File: src/inc/hbd_consts.svh
// Contract
// - headset detection runs only while the detection enable bit is 1 and is off while it is 0.
// - the two-bit headset type reads 00 none, 01 headset without mic, 11 with mic, 10 unused.
// - jack debounce codes 000 to 101 give 16 to 512 ms sampled at 2 to 64 ms.
// - button debounce code 00 means none and 01 to 11 give 8, 16, 32 ms at 1, 2, 4 ms samples.
// - a detected button press sets a sticky flag that holds until register B is read.
// - reading register B clears the button press flag.
// - a read-only headset flag reads 1 while a headset is detected and 0 otherwise.
// - the coupling bit selects capless drivers at 0 and ac-coupled drivers at 1.
// - configuration bit A at 1 selects the stereo fully differential output arrangement.
// - configuration bit B at 1 selects the stereo pseudodifferential output arrangement.
`ifndef HBD_CONSTS_SVH
`define HBD_CONSTS_SVH

// ****************************************
// register map
// ****************************************
`define HBD_ADDR_W          7
`define HBD_REG_A_ADDR      7'h0d
`define HBD_REG_B_ADDR      7'h0e
`define HBD_REG_RESET       8'h00

// ****************************************
// field positions
// ****************************************
`define HBD_A_EN_BIT        7
`define HBD_A_TYPE_MSB      6
`define HBD_A_JDB_MSB       4
`define HBD_A_JDB_LSB       2
`define HBD_A_BDB_MSB       1
`define HBD_B_COUPLE_BIT    7
`define HBD_B_FDIFF_BIT     6
`define HBD_B_BTN_BIT       5
`define HBD_B_DET_BIT       4
`define HBD_B_PDIFF_BIT     3

// ****************************************
// timing
// ****************************************
`define HBD_CLK_PERIOD_NS   10
`define HBD_MS_NS           1000000
`define HBD_MS_CYCLES       (`HBD_MS_NS / `HBD_CLK_PERIOD_NS)
`define HBD_DB_SAMPLES      8

`endif

File: src/inc/hbd_pkg.sv
package hbd_pkg;

  typedef struct packed {
    logic jack;
    logic mic;
    logic button;
  } hbd_sense_t;

  typedef struct packed {
    logic       det_en;
    logic [2:0] jack_db;
    logic [1:0] btn_db;
    logic       ac_coupled;
    logic       full_diff;
    logic       pseudo_diff;
  } hbd_cfg_t;

  typedef enum logic [1:0] {
    HBD_DET_OFF     = 2'b00,
    HBD_DET_ABSENT  = 2'b01,
    HBD_DET_PRESENT = 2'b11
  } hbd_det_state_t;

endpackage : hbd_pkg

File: src/core/hbd_headset_detect.sv
`timescale 1ns/10ps
`include "hbd_consts.svh"

module hbd_headset_detect
  import hbd_pkg::*;
#(
  parameter int MS_CYCLES = `HBD_MS_CYCLES
)
(
  input  wire logic                    REF_CLK_IN,       // 100 MHz clock
  input  wire logic                    ARST_N_IN,        // async reset, active low
  input  wire logic [`HBD_ADDR_W-1:0]  REG_ADDR_IN,      // register address
  input  wire logic                    REG_WR_IN,        // write strobe
  input  wire logic                    REG_RD_IN,        // read strobe
  input  wire logic [7:0]              REG_WDATA_IN,     // write data
  input  wire logic                    JACK_SENSE_IN,    // jack inserted, pin
  input  wire logic                    MIC_SENSE_IN,     // mic contact present, pin
  input  wire logic                    BUTTON_SENSE_IN,  // button pressed, pin
  output logic [7:0]                   REG_RDATA_OUT,    // read data
  output logic                         REG_RVALID_OUT,   // read data valid pulse
  output logic [1:0]                   HEADSET_TYPE_OUT, // detected headset type
  output logic                         AC_COUPLED_OUT,   // high-power drivers ac-coupled
  output logic                         FULL_DIFF_OUT,    // stereo fully differential
  output logic                         PSEUDO_DIFF_OUT   // stereo pseudodifferential
);

  // ****************************************
  // helpers
  // ****************************************
  // true on a ms tick whose count is a multiple of 2**shift
  function automatic logic sample_hit(input logic [5:0] ms, input logic [2:0] shift);
    logic [5:0] mask;
    mask = 6'((7'h01 << shift) - 7'h01);
    return (ms & mask) == 6'h00;
  endfunction : sample_hit

  function automatic logic [2:0] count_step(input logic [2:0] cnt);
    return (cnt == 3'h7) ? cnt : 3'(cnt + 3'h1);
  endfunction : count_step

  hbd_cfg_t         cfg_q;
  hbd_sense_t       s1_q, s2_q, s3_q, sense_q;
  hbd_det_state_t   det_q;
  logic [31:0]      div_q;
  logic             ms_tick_q;
  logic [5:0]       ms_q;
  logic [1:0]       jcand_q;
  logic [2:0]       jcnt_q;
  logic             mic_q;
  logic             bcand_q;
  logic [2:0]       bcnt_q;
  logic             btn_q;
  logic             btn_flag_q;
  logic             jack_tick;
  logic             btn_tick;
  logic             btn_rise;
  logic             rd_b;
  logic [1:0]       type_d;

  // ****************************************
  // register writes
  // ****************************************
  always_ff @(posedge REF_CLK_IN or negedge ARST_N_IN)
  begin
    if (!ARST_N_IN)
      cfg_q <= '0;
    else if (REG_WR_IN && REG_ADDR_IN == `HBD_REG_A_ADDR)
    begin
      cfg_q.det_en  <= REG_WDATA_IN[`HBD_A_EN_BIT];
      cfg_q.jack_db <= REG_WDATA_IN[`HBD_A_JDB_MSB:`HBD_A_JDB_LSB];
      cfg_q.btn_db  <= REG_WDATA_IN[`HBD_A_BDB_MSB:0];
    end
    else if (REG_WR_IN && REG_ADDR_IN == `HBD_REG_B_ADDR)
    begin
      cfg_q.ac_coupled  <= REG_WDATA_IN[`HBD_B_COUPLE_BIT];
      cfg_q.full_diff   <= REG_WDATA_IN[`HBD_B_FDIFF_BIT];
      cfg_q.pseudo_diff <= REG_WDATA_IN[`HBD_B_PDIFF_BIT];
    end
  end

  always_ff @(posedge REF_CLK_IN or negedge ARST_N_IN)
  begin
    if (!ARST_N_IN)
    begin
      AC_COUPLED_OUT  <= 1'b0;
      FULL_DIFF_OUT   <= 1'b0;
      PSEUDO_DIFF_OUT <= 1'b0;
      HEADSET_TYPE_OUT <= 2'b00;
    end
    else
    begin
      AC_COUPLED_OUT  <= cfg_q.ac_coupled;
      FULL_DIFF_OUT   <= cfg_q.full_diff;
      PSEUDO_DIFF_OUT <= cfg_q.pseudo_diff;
      HEADSET_TYPE_OUT <= type_d;
    end
  end

  // ****************************************
  // pin synchronisers
  // ****************************************
  always_ff @(posedge REF_CLK_IN or negedge ARST_N_IN)
  begin
    if (!ARST_N_IN)
    begin
      s1_q    <= '0;
      s2_q    <= '0;
      s3_q    <= '0;
      sense_q <= '0;
    end
    else
    begin
      s1_q <= '{JACK_SENSE_IN, MIC_SENSE_IN, BUTTON_SENSE_IN};
      s2_q <= s1_q;
      s3_q <= s2_q;
      for (int i = 0; i < 3; i++)
        if (s2_q[i] == s3_q[i])
          sense_q[i] <= s3_q[i];
    end
  end

  // ****************************************
  // millisecond ticks
  // ****************************************
  always_ff @(posedge REF_CLK_IN or negedge ARST_N_IN)
  begin
    if (!ARST_N_IN)
    begin
      div_q     <= 32'h0;
      ms_tick_q <= 1'b0;
      ms_q      <= 6'h00;
    end
    else
    begin
      ms_tick_q <= (div_q == 32'(MS_CYCLES - 1));
      if (div_q == 32'(MS_CYCLES - 1))
        div_q <= 32'h0;
      else
        div_q <= div_q + 32'h1;
      if (ms_tick_q)
        ms_q <= 6'(ms_q + 6'h01);
    end
  end

  // jack sample period 2 ms << code
  assign jack_tick = ms_tick_q && sample_hit(ms_q, 3'(cfg_q.jack_db + 3'h1));
  // button sample period 1 ms << (code - 1)
  assign btn_tick  = ms_tick_q && sample_hit(ms_q, 3'({1'b0, cfg_q.btn_db} - 3'h1));

  // ****************************************
  // jack debounce and detection state
  // ****************************************
  always_ff @(posedge REF_CLK_IN or negedge ARST_N_IN)
  begin
    if (!ARST_N_IN)
    begin
      det_q   <= HBD_DET_OFF;
      jcand_q <= 2'b00;
      jcnt_q  <= 3'h0;
      mic_q   <= 1'b0;
    end
    else if (!cfg_q.det_en)
    begin
      det_q   <= HBD_DET_OFF;
      jcand_q <= 2'b00;
      jcnt_q  <= 3'h0;
      mic_q   <= 1'b0;
    end
    else if (jack_tick)
    begin
      if ({sense_q.jack, sense_q.mic} != jcand_q)
      begin
        jcand_q <= {sense_q.jack, sense_q.mic};
        jcnt_q  <= 3'h1;
      end
      else
        jcnt_q <= count_step(jcnt_q);
      case (det_q)
        HBD_DET_OFF:
          det_q <= HBD_DET_ABSENT;
        HBD_DET_ABSENT, HBD_DET_PRESENT:
        begin
          // accept after a full period stable
          // mic latched on acceptance so a chattering candidate never reaches the type
          if ({sense_q.jack, sense_q.mic} == jcand_q && jcnt_q == 3'(`HBD_DB_SAMPLES - 1))
          begin
            det_q <= jcand_q[1] ? HBD_DET_PRESENT : HBD_DET_ABSENT;
            mic_q <= jcand_q[0];
          end
        end
        default:
          det_q <= HBD_DET_OFF;
      endcase
    end
  end

  assign type_d = (det_q != HBD_DET_PRESENT) ? 2'b00 : {mic_q, 1'b1};

  // ****************************************
  // button debounce
  // ****************************************
  always_ff @(posedge REF_CLK_IN or negedge ARST_N_IN)
  begin
    if (!ARST_N_IN)
    begin
      btn_q   <= 1'b0;
      bcand_q <= 1'b0;
      bcnt_q  <= 3'h0;
    end
    else if (det_q != HBD_DET_PRESENT)
    begin
      btn_q   <= 1'b0;
      bcand_q <= 1'b0;
      bcnt_q  <= 3'h0;
    end
    // code 00 takes the synchronised level directly
    else if (cfg_q.btn_db == 2'b00)
    begin
      btn_q   <= sense_q.button;
      bcand_q <= sense_q.button;
      bcnt_q  <= 3'h0;
    end
    else if (btn_tick)
    begin
      // restart on mismatch, accept after 8 equal samples
      if (sense_q.button != bcand_q)
      begin
        bcand_q <= sense_q.button;
        bcnt_q  <= 3'h1;
      end
      else
      begin
        bcnt_q <= count_step(bcnt_q);
        if (bcnt_q == 3'(`HBD_DB_SAMPLES - 1))
          btn_q <= bcand_q;
      end
    end
  end

  assign btn_rise = (det_q == HBD_DET_PRESENT) && !btn_q && sense_q.button &&
                    ((cfg_q.btn_db == 2'b00) ||
                     (btn_tick && bcand_q && bcnt_q == 3'(`HBD_DB_SAMPLES - 1)));
  assign rd_b = REG_RD_IN && REG_ADDR_IN == `HBD_REG_B_ADDR;

  // ****************************************
  // sticky button flag
  // ****************************************
  // a press landing in the clearing read cycle survives: set beats clear
  always_ff @(posedge REF_CLK_IN or negedge ARST_N_IN)
  begin
    if (!ARST_N_IN)
      btn_flag_q <= 1'b0;
    else if (btn_rise)
      btn_flag_q <= 1'b1;
    else if (rd_b)
      btn_flag_q <= 1'b0;
  end

  // ****************************************
  // register reads
  // ****************************************
  always_ff @(posedge REF_CLK_IN or negedge ARST_N_IN)
  begin
    if (!ARST_N_IN)
    begin
      REG_RDATA_OUT  <= `HBD_REG_RESET;
      REG_RVALID_OUT <= 1'b0;
    end
    else
    begin
      REG_RVALID_OUT <= REG_RD_IN;
      if (REG_RD_IN && REG_ADDR_IN == `HBD_REG_A_ADDR)
      begin
        REG_RDATA_OUT <= {cfg_q.det_en, type_d, cfg_q.jack_db, cfg_q.btn_db};
      end
      else if (rd_b)
      begin
        REG_RDATA_OUT <= {cfg_q.ac_coupled, cfg_q.full_diff, btn_flag_q,
                          det_q == HBD_DET_PRESENT, cfg_q.pseudo_diff, 3'b000};
      end
      else if (REG_RD_IN)
        REG_RDATA_OUT <= 8'h00;
    end
  end

endmodule : hbd_headset_detect

File: config.mk
export PLATFORM = sky130hd
export DESIGN_NAME = hbd_headset_detect
export DESIGN_NICKNAME = d
export VERILOG_FILES = /design/src/inc/hbd_pkg.sv /design/src/core/hbd_headset_detect.sv
export VERILOG_INCLUDE_DIRS = /design/src /design/src/inc
export SDC_FILE = /design/constraint.sdc
export NUM_CORES = 1
export LEC_CHECK = 0
export BUFFER_PORTS_ARGS = -buffer_cell sky130_fd_sc_hd__buf_2
export CORE_UTILIZATION = 40
export CTS_CLUSTER_DIAMETER = 50
export DETAILED_ROUTE_END_ITERATION = 10
export PLACE_DENSITY_LB_ADDON = 0.3
export SLEW_MARGIN = 30
export SYNTH_ARGS = -nofsm -noshare
export SYNTH_HDL_FRONTEND = slang
export SYNTH_SLANG_ARGS = --single-unit
File: constraint.sdc
create_clock -name REF_CLK_IN -period 3.3 [get_ports REF_CLK_IN]
set_clock_uncertainty 0.1 [all_clocks]
set_input_delay 0.165 -clock REF_CLK_IN [delete_from_list [all_inputs] [get_ports REF_CLK_IN]]
set_output_delay 0.165 -clock REF_CLK_IN [all_outputs]
set_load 0.02 [all_outputs]
## Yosys cells after proc, flatten, opt, wreduce, memory -nomap -nowiden

Cells that the tools add are included.

| word-level totals | value |
|---|---|
| flip-flop bits (word level) | 88 |
| bits in latches | 0 |
| bits in writable memories | 0 |
| memory bits (read-only) | 0 |
| input bits | 22 |
| output and inout port bits | 14 |
| logic and storage cells | 139 |
| memories kept | 0 |

| operators by class | value |
|---|---|
| $add $sub $neg | 8 |
| multiply operators | 0 |
| div/mod/pow operators | 0 |
| magnitude comparators | 0 |
| eq/ne operators | 22 |
| shift-type cells | 2 |
| multiplexer cells | 37 |
| bitwise operators | 3 |
| reduce and logical (&&, ||, !) cells | 32 |

Operator list:

| kind | number |
|---|---|
| adder 32 x 1 -> 32 bit (second input constant) | 1 |
| == test 32 x 17 -> 1 bit (second input constant) | 1 |
| two-way mux 32 bit | 1 |
| two-way mux 3 bit | 9 |
| two-way mux 8 bit | 3 |
| two-way mux 2 bit | 8 |
| two-way mux 1 bit | 15 |
| == test 7 x 4 -> 1 bit (second input constant) | 2 |
| AND 6 bit | 2 |
| logical AND 1 bit | 12 |
| zero test 6 bit | 2 |
| AND reduction 2 bit | 6 |
| nonzero test 3 bit | 4 |
| << shifter 1 x 3 -> 6 bit (first input constant) | 2 |
| subtractor 6 x 1 -> 6 bit (second input constant) | 2 |
| adder 3 x 1 -> 3 bit (second input constant) | 3 |
| inequality test 3 bit (second input constant) | 3 |
| inequality test 2 x 1 -> 1 bit (second input constant) | 4 |
| adder 6 x 1 -> 6 bit (second input constant) | 1 |
| == test 3 bit (second input constant) | 2 |
| AND reduction 3 bit | 2 |
| zero test 2 bit | 2 |
| inequality test 4 bit (second input constant) | 1 |
| case mux 2 bit (2 select lines) | 1 |
| other kinds (13) | 15 |

## Longest topological paths before layout

| depth | value |
|---|---|
| word-level depth | 11 |
| depth in mapped cells | 8 |
| gate-level depth less buffers | 7 |

## Least setup slack after synthesis

Ideal clock, no wire load.

| timing path | value |
|---|---|
| kind | flip-flop to flip-flop |
| from | register cfg_q[6] in the netlist's numbering |
| to | register jcnt_q[0] |
| setup time | 120 ps |
| data arrival time | 2229 ps |
| data required time | 3080 ps |
| setup slack | 851 ps |
| stages on the path, launching flop included | 9 |
| buffers on the path | 1 |
| clock period less this slack | 2449 ps |
| cells stage by stage | dfrtp_1 > clkbuf_1 > or3_1 > ha_1 > or3b_2 > a21oi_1 > a2111oi_4 > a31o_2 > and3_1 |

| between the ends | value |
|---|---|
| longest elaborated chain between the ends | 8 |

RTL lines:

| what | line | source |
|---|---|---|
| start, declared | hbd_headset_detect.sv:41 | `hbd_cfg_t cfg_q;` |
| adder 3 x 1 -> 3 bit | hbd_headset_detect.sv:146 | `assign jack_tick = ms_tick_q && sample_hit(ms_q, 3'(cfg_q.jack_db + 3'h1));` |
| << shifter 1 x 3 -> 6 bit | hbd_headset_detect.sv:33 | `mask = 6'((7'h01 << shift) - 7'h01);` |
| subtractor 6 x 1 -> 6 bit | hbd_headset_detect.sv:33 |  |
| AND 6 bit | hbd_headset_detect.sv:34 | `return (ms & mask) == 6'h00;` |
| zero test 6 bit | hbd_headset_detect.sv:34 |  |
| logical AND 1 bit | hbd_headset_detect.sv:146 |  |
| inequality test 2 x 1 -> 1 bit (no source line) | n/a |  |
| AND reduction 2 bit (no source line) | n/a |  |
| end signal, assigned | hbd_headset_detect.sv:177 | `jcnt_q <= count_step(jcnt_q);` |
| end, declared | hbd_headset_detect.sv:48 | `logic [2:0] jcnt_q;` |

No other way between the ends.
A chain may end at the register's enable or synchronous reset.

## Worst setup path in the final report

Same ends and word-level chain as after synthesis.

==> metrics.yaml <==
fillers: 893
synth-main-ff-cell: "dfrtp_1"
hold_class: "input port to register"
cts_max_level: 3
cp_slowest_cell: "dfrtp_1"
worstPathCellList: "or3_1 > ha_1 > or3b_2 > a21oi_1 > a2111oi_4 > a31o_2 > and3_1"
dp_hpwl_um: 5220
pre_cts_ws_ps: 778
critical_path.top_delay_family: "simple AND/OR/NAND/NOR gates"
maxCapViolations: 0
yosysMostFrequentCell: "dfrtp_1"
cts_max_path_buffers: 2
multiInputGateArea_sq_um: 1650
die_area_sq_um: 10200
die_h_um: 101
yosysTopAreaCellShare: 0.560
clk_pin_slew_ps: 90
numCtsBuffers: 9
wl_um: 7230
synth-edff-count: 0
cp.required_ps: 3450
grt_usage: 0.159
synth_area_sq_um: 3940
peakVddDrop_mv: 0.241
worst_pin_slew_ps: 845
grt_setup_unrepaired: "false"
clk_latency_ps: 350
fin_tns_setup_ps: 0
antenna_found_initial: 0
synthTopCellsByArea: "dfrtp_1, xnor2_1, nand3_1"
drtAntennaViolNets: 0
whs_ps: 171
cpPeakStageDelay_ps: 500
crit_fanout: 11
async_reset_ff_frac: 1.00
crit_path_start_kind: "register"
ios: 36
postCtsHoldBufs: 12
setup_slack_ps: 770
drive_above_1_share: 0.170
cts_resized: 0
setup_viol: 0
cp-end-kind: "register"
final-max-slew-violation-count: 0
synth_nets: 383
yosysUniqueCellTypes: 47
critPathKind: "register to register"
core_area_sq_um: 9370
yosysSeqAreaShare: 0.560
gp_congestion: 0.760
synth_area_per_cell_sq_um: 11.2
synth_seq_cells: 88
fin_crit_ps: 2530
wl_per_cell_um: 13.5
num-nets-final: 433
power_density_nw_per_um2: 426
grt_start_max_net_pins: 41
yosysWarnings: 0
die_w_um: 101
antennaDiodeCount: 0
drc: 0
synthCells: 351
core.rowCount: 35
postCtsSetupBuffers: 0
outcome: "complete, no violations"
vias_per_cell: 5.09
cts_tree: "built"
clkSinkCount: 88
area_delta_synth_final_pct: 15.8
io_buffers: 34
dr.pass1.iters: 4
grt_overflow: 0
fmax_ghz: 0.395
p_leak_nw: 2.09
drtIter0Drc: 116
start_util: 0.420
synth_top_area_cell: "dfrtp_1"
worst-path-buf-inv: 0
max-slew-margin-rel: 0.432
grt_first_pass_wirelength_um: 12500
vias: 2723
grt_pass1_vias: 2684
hold_violations: 0
root_buffer: "clkbuf_8"
cp.arrival_ps: 2680
netlist_top_cells_count: "dfrtp_1, nand2_1, nand3_1, xnor2_1, nor2_1"
power_mw: 1.94
timing.final.crit_share: 0.767
regArea_sq_um: 2200
==> logic make-up (layout without fill, tap and decap cells) <==
| kind of cell | after synthesis | in the layout | share of synthesized area |
|---|---|---|---|
| AOI/OAI and AO/OA | 33 | 33 | 0.0649 |
| xor gates and xnor gates | 38 | 38 | 0.0846 |
| adders and majority gates | 13 | 13 | 0.0394 |
| buffers and inverters | 22 | 77 | 0.0210 |
| DFF | 88 | 88 | 0.560 |
| muxes | 14 | 14 | 0.0388 |
| and+or+nand+nor | 143 | 143 | 0.192 |
==> worst paths after layout <==
check	from	depth (start not counted)	slack [ps]	endpoint
hold / removal	REG_WR_IN	3	170	cfg_q[1]
setup / recovery	cfg_q[6]	7	770	jcnt_q[0]
setup reg to reg	cfg_q[6]	7	770	jcnt_q[0]
min in group asynchronous	ARST_N_IN	2	210	REG_RDATA_OUT[0]
hold reg to reg	s1_q[0]	0	260	s2_q[0]
max in group asynchronous	ARST_N_IN	3	2170	REG_RDATA_OUT[6]
==> area by class of cell <==
cell class	count	area share
inverters	12	0.00989
well taps	129	0.0354
multi-input cells	241	0.362
clock buffers	10	0.0302
clock inverters	6	0.00961
flip-flops and latches	88	0.483
repair buffers	49	0.0692
==> worst min-delay path, cell delays in order <==
cell and delay (ps):
buf_2 110, nand3_1 150, mux2_2 170
==> report_power, final <==
| group | total, mW | leakage (nW) | internal (mW) | switching, mW |
|---|---|---|---|---|
| Combinational | 0.128 | 0.833 | 0.0571 | 0.0706 |
| Clock | 0.681 | 0.0926 | 0.297 | 0.385 |
| Sequential | 1.13 | 1.17 | 1.10 | 0.0252 |
==> registers in the layout (all words and copies together), names as in the netlist, 2 cells and up <==
signal	count
jcnt_q	3
cfg_q	9
REG_RDATA_OUT	8
ms_q	6
HEADSET_TYPE_OUT	2
det_q	2
s2_q	3
jcand_q	2
sense_q	3
s1_q	3
s3_q	3
div_q	32
bcnt_q	3
==> through the flow <==
stage                      util  area (sq um)  std cells
after global placement    0.454          4250        507
after floorplan               -          3940        351
after CTS                 0.486          4560        535
after global routing      0.486          4560        535
after detailed placement  0.454          4250        507
final                     0.486          4560        535
==> metal layers <==
metal  share of wire  GRT usage
met4           0.020     0.0658
met1            0.47      0.194
met3           0.036     0.0449
met5               0          0
met2            0.48      0.266
==> layout by cell type, fill, tap and decap left out, drive strengths merged, types with 5 or more instances in the layout <==
master | netlist | routed
nor2b | 5 | 5
clkbuf | 10 | 10
nand3 | 28 | 28
nand4 | 12 | 12
xnor2 | 28 | 28
xor2 | 10 | 10
buf | 0 | 37
mux2 | 10 | 10
and3 | 9 | 9
nor2 | 27 | 27
nand2 | 29 | 29
ha | 10 | 10
nor4 | 7 | 7
nor3 | 7 | 7
o21ai | 7 | 7
dfrtp | 88 | 88
inv | 12 | 13
dlygate4sd3 | 0 | 12
(Power assumes the default switching activity.)
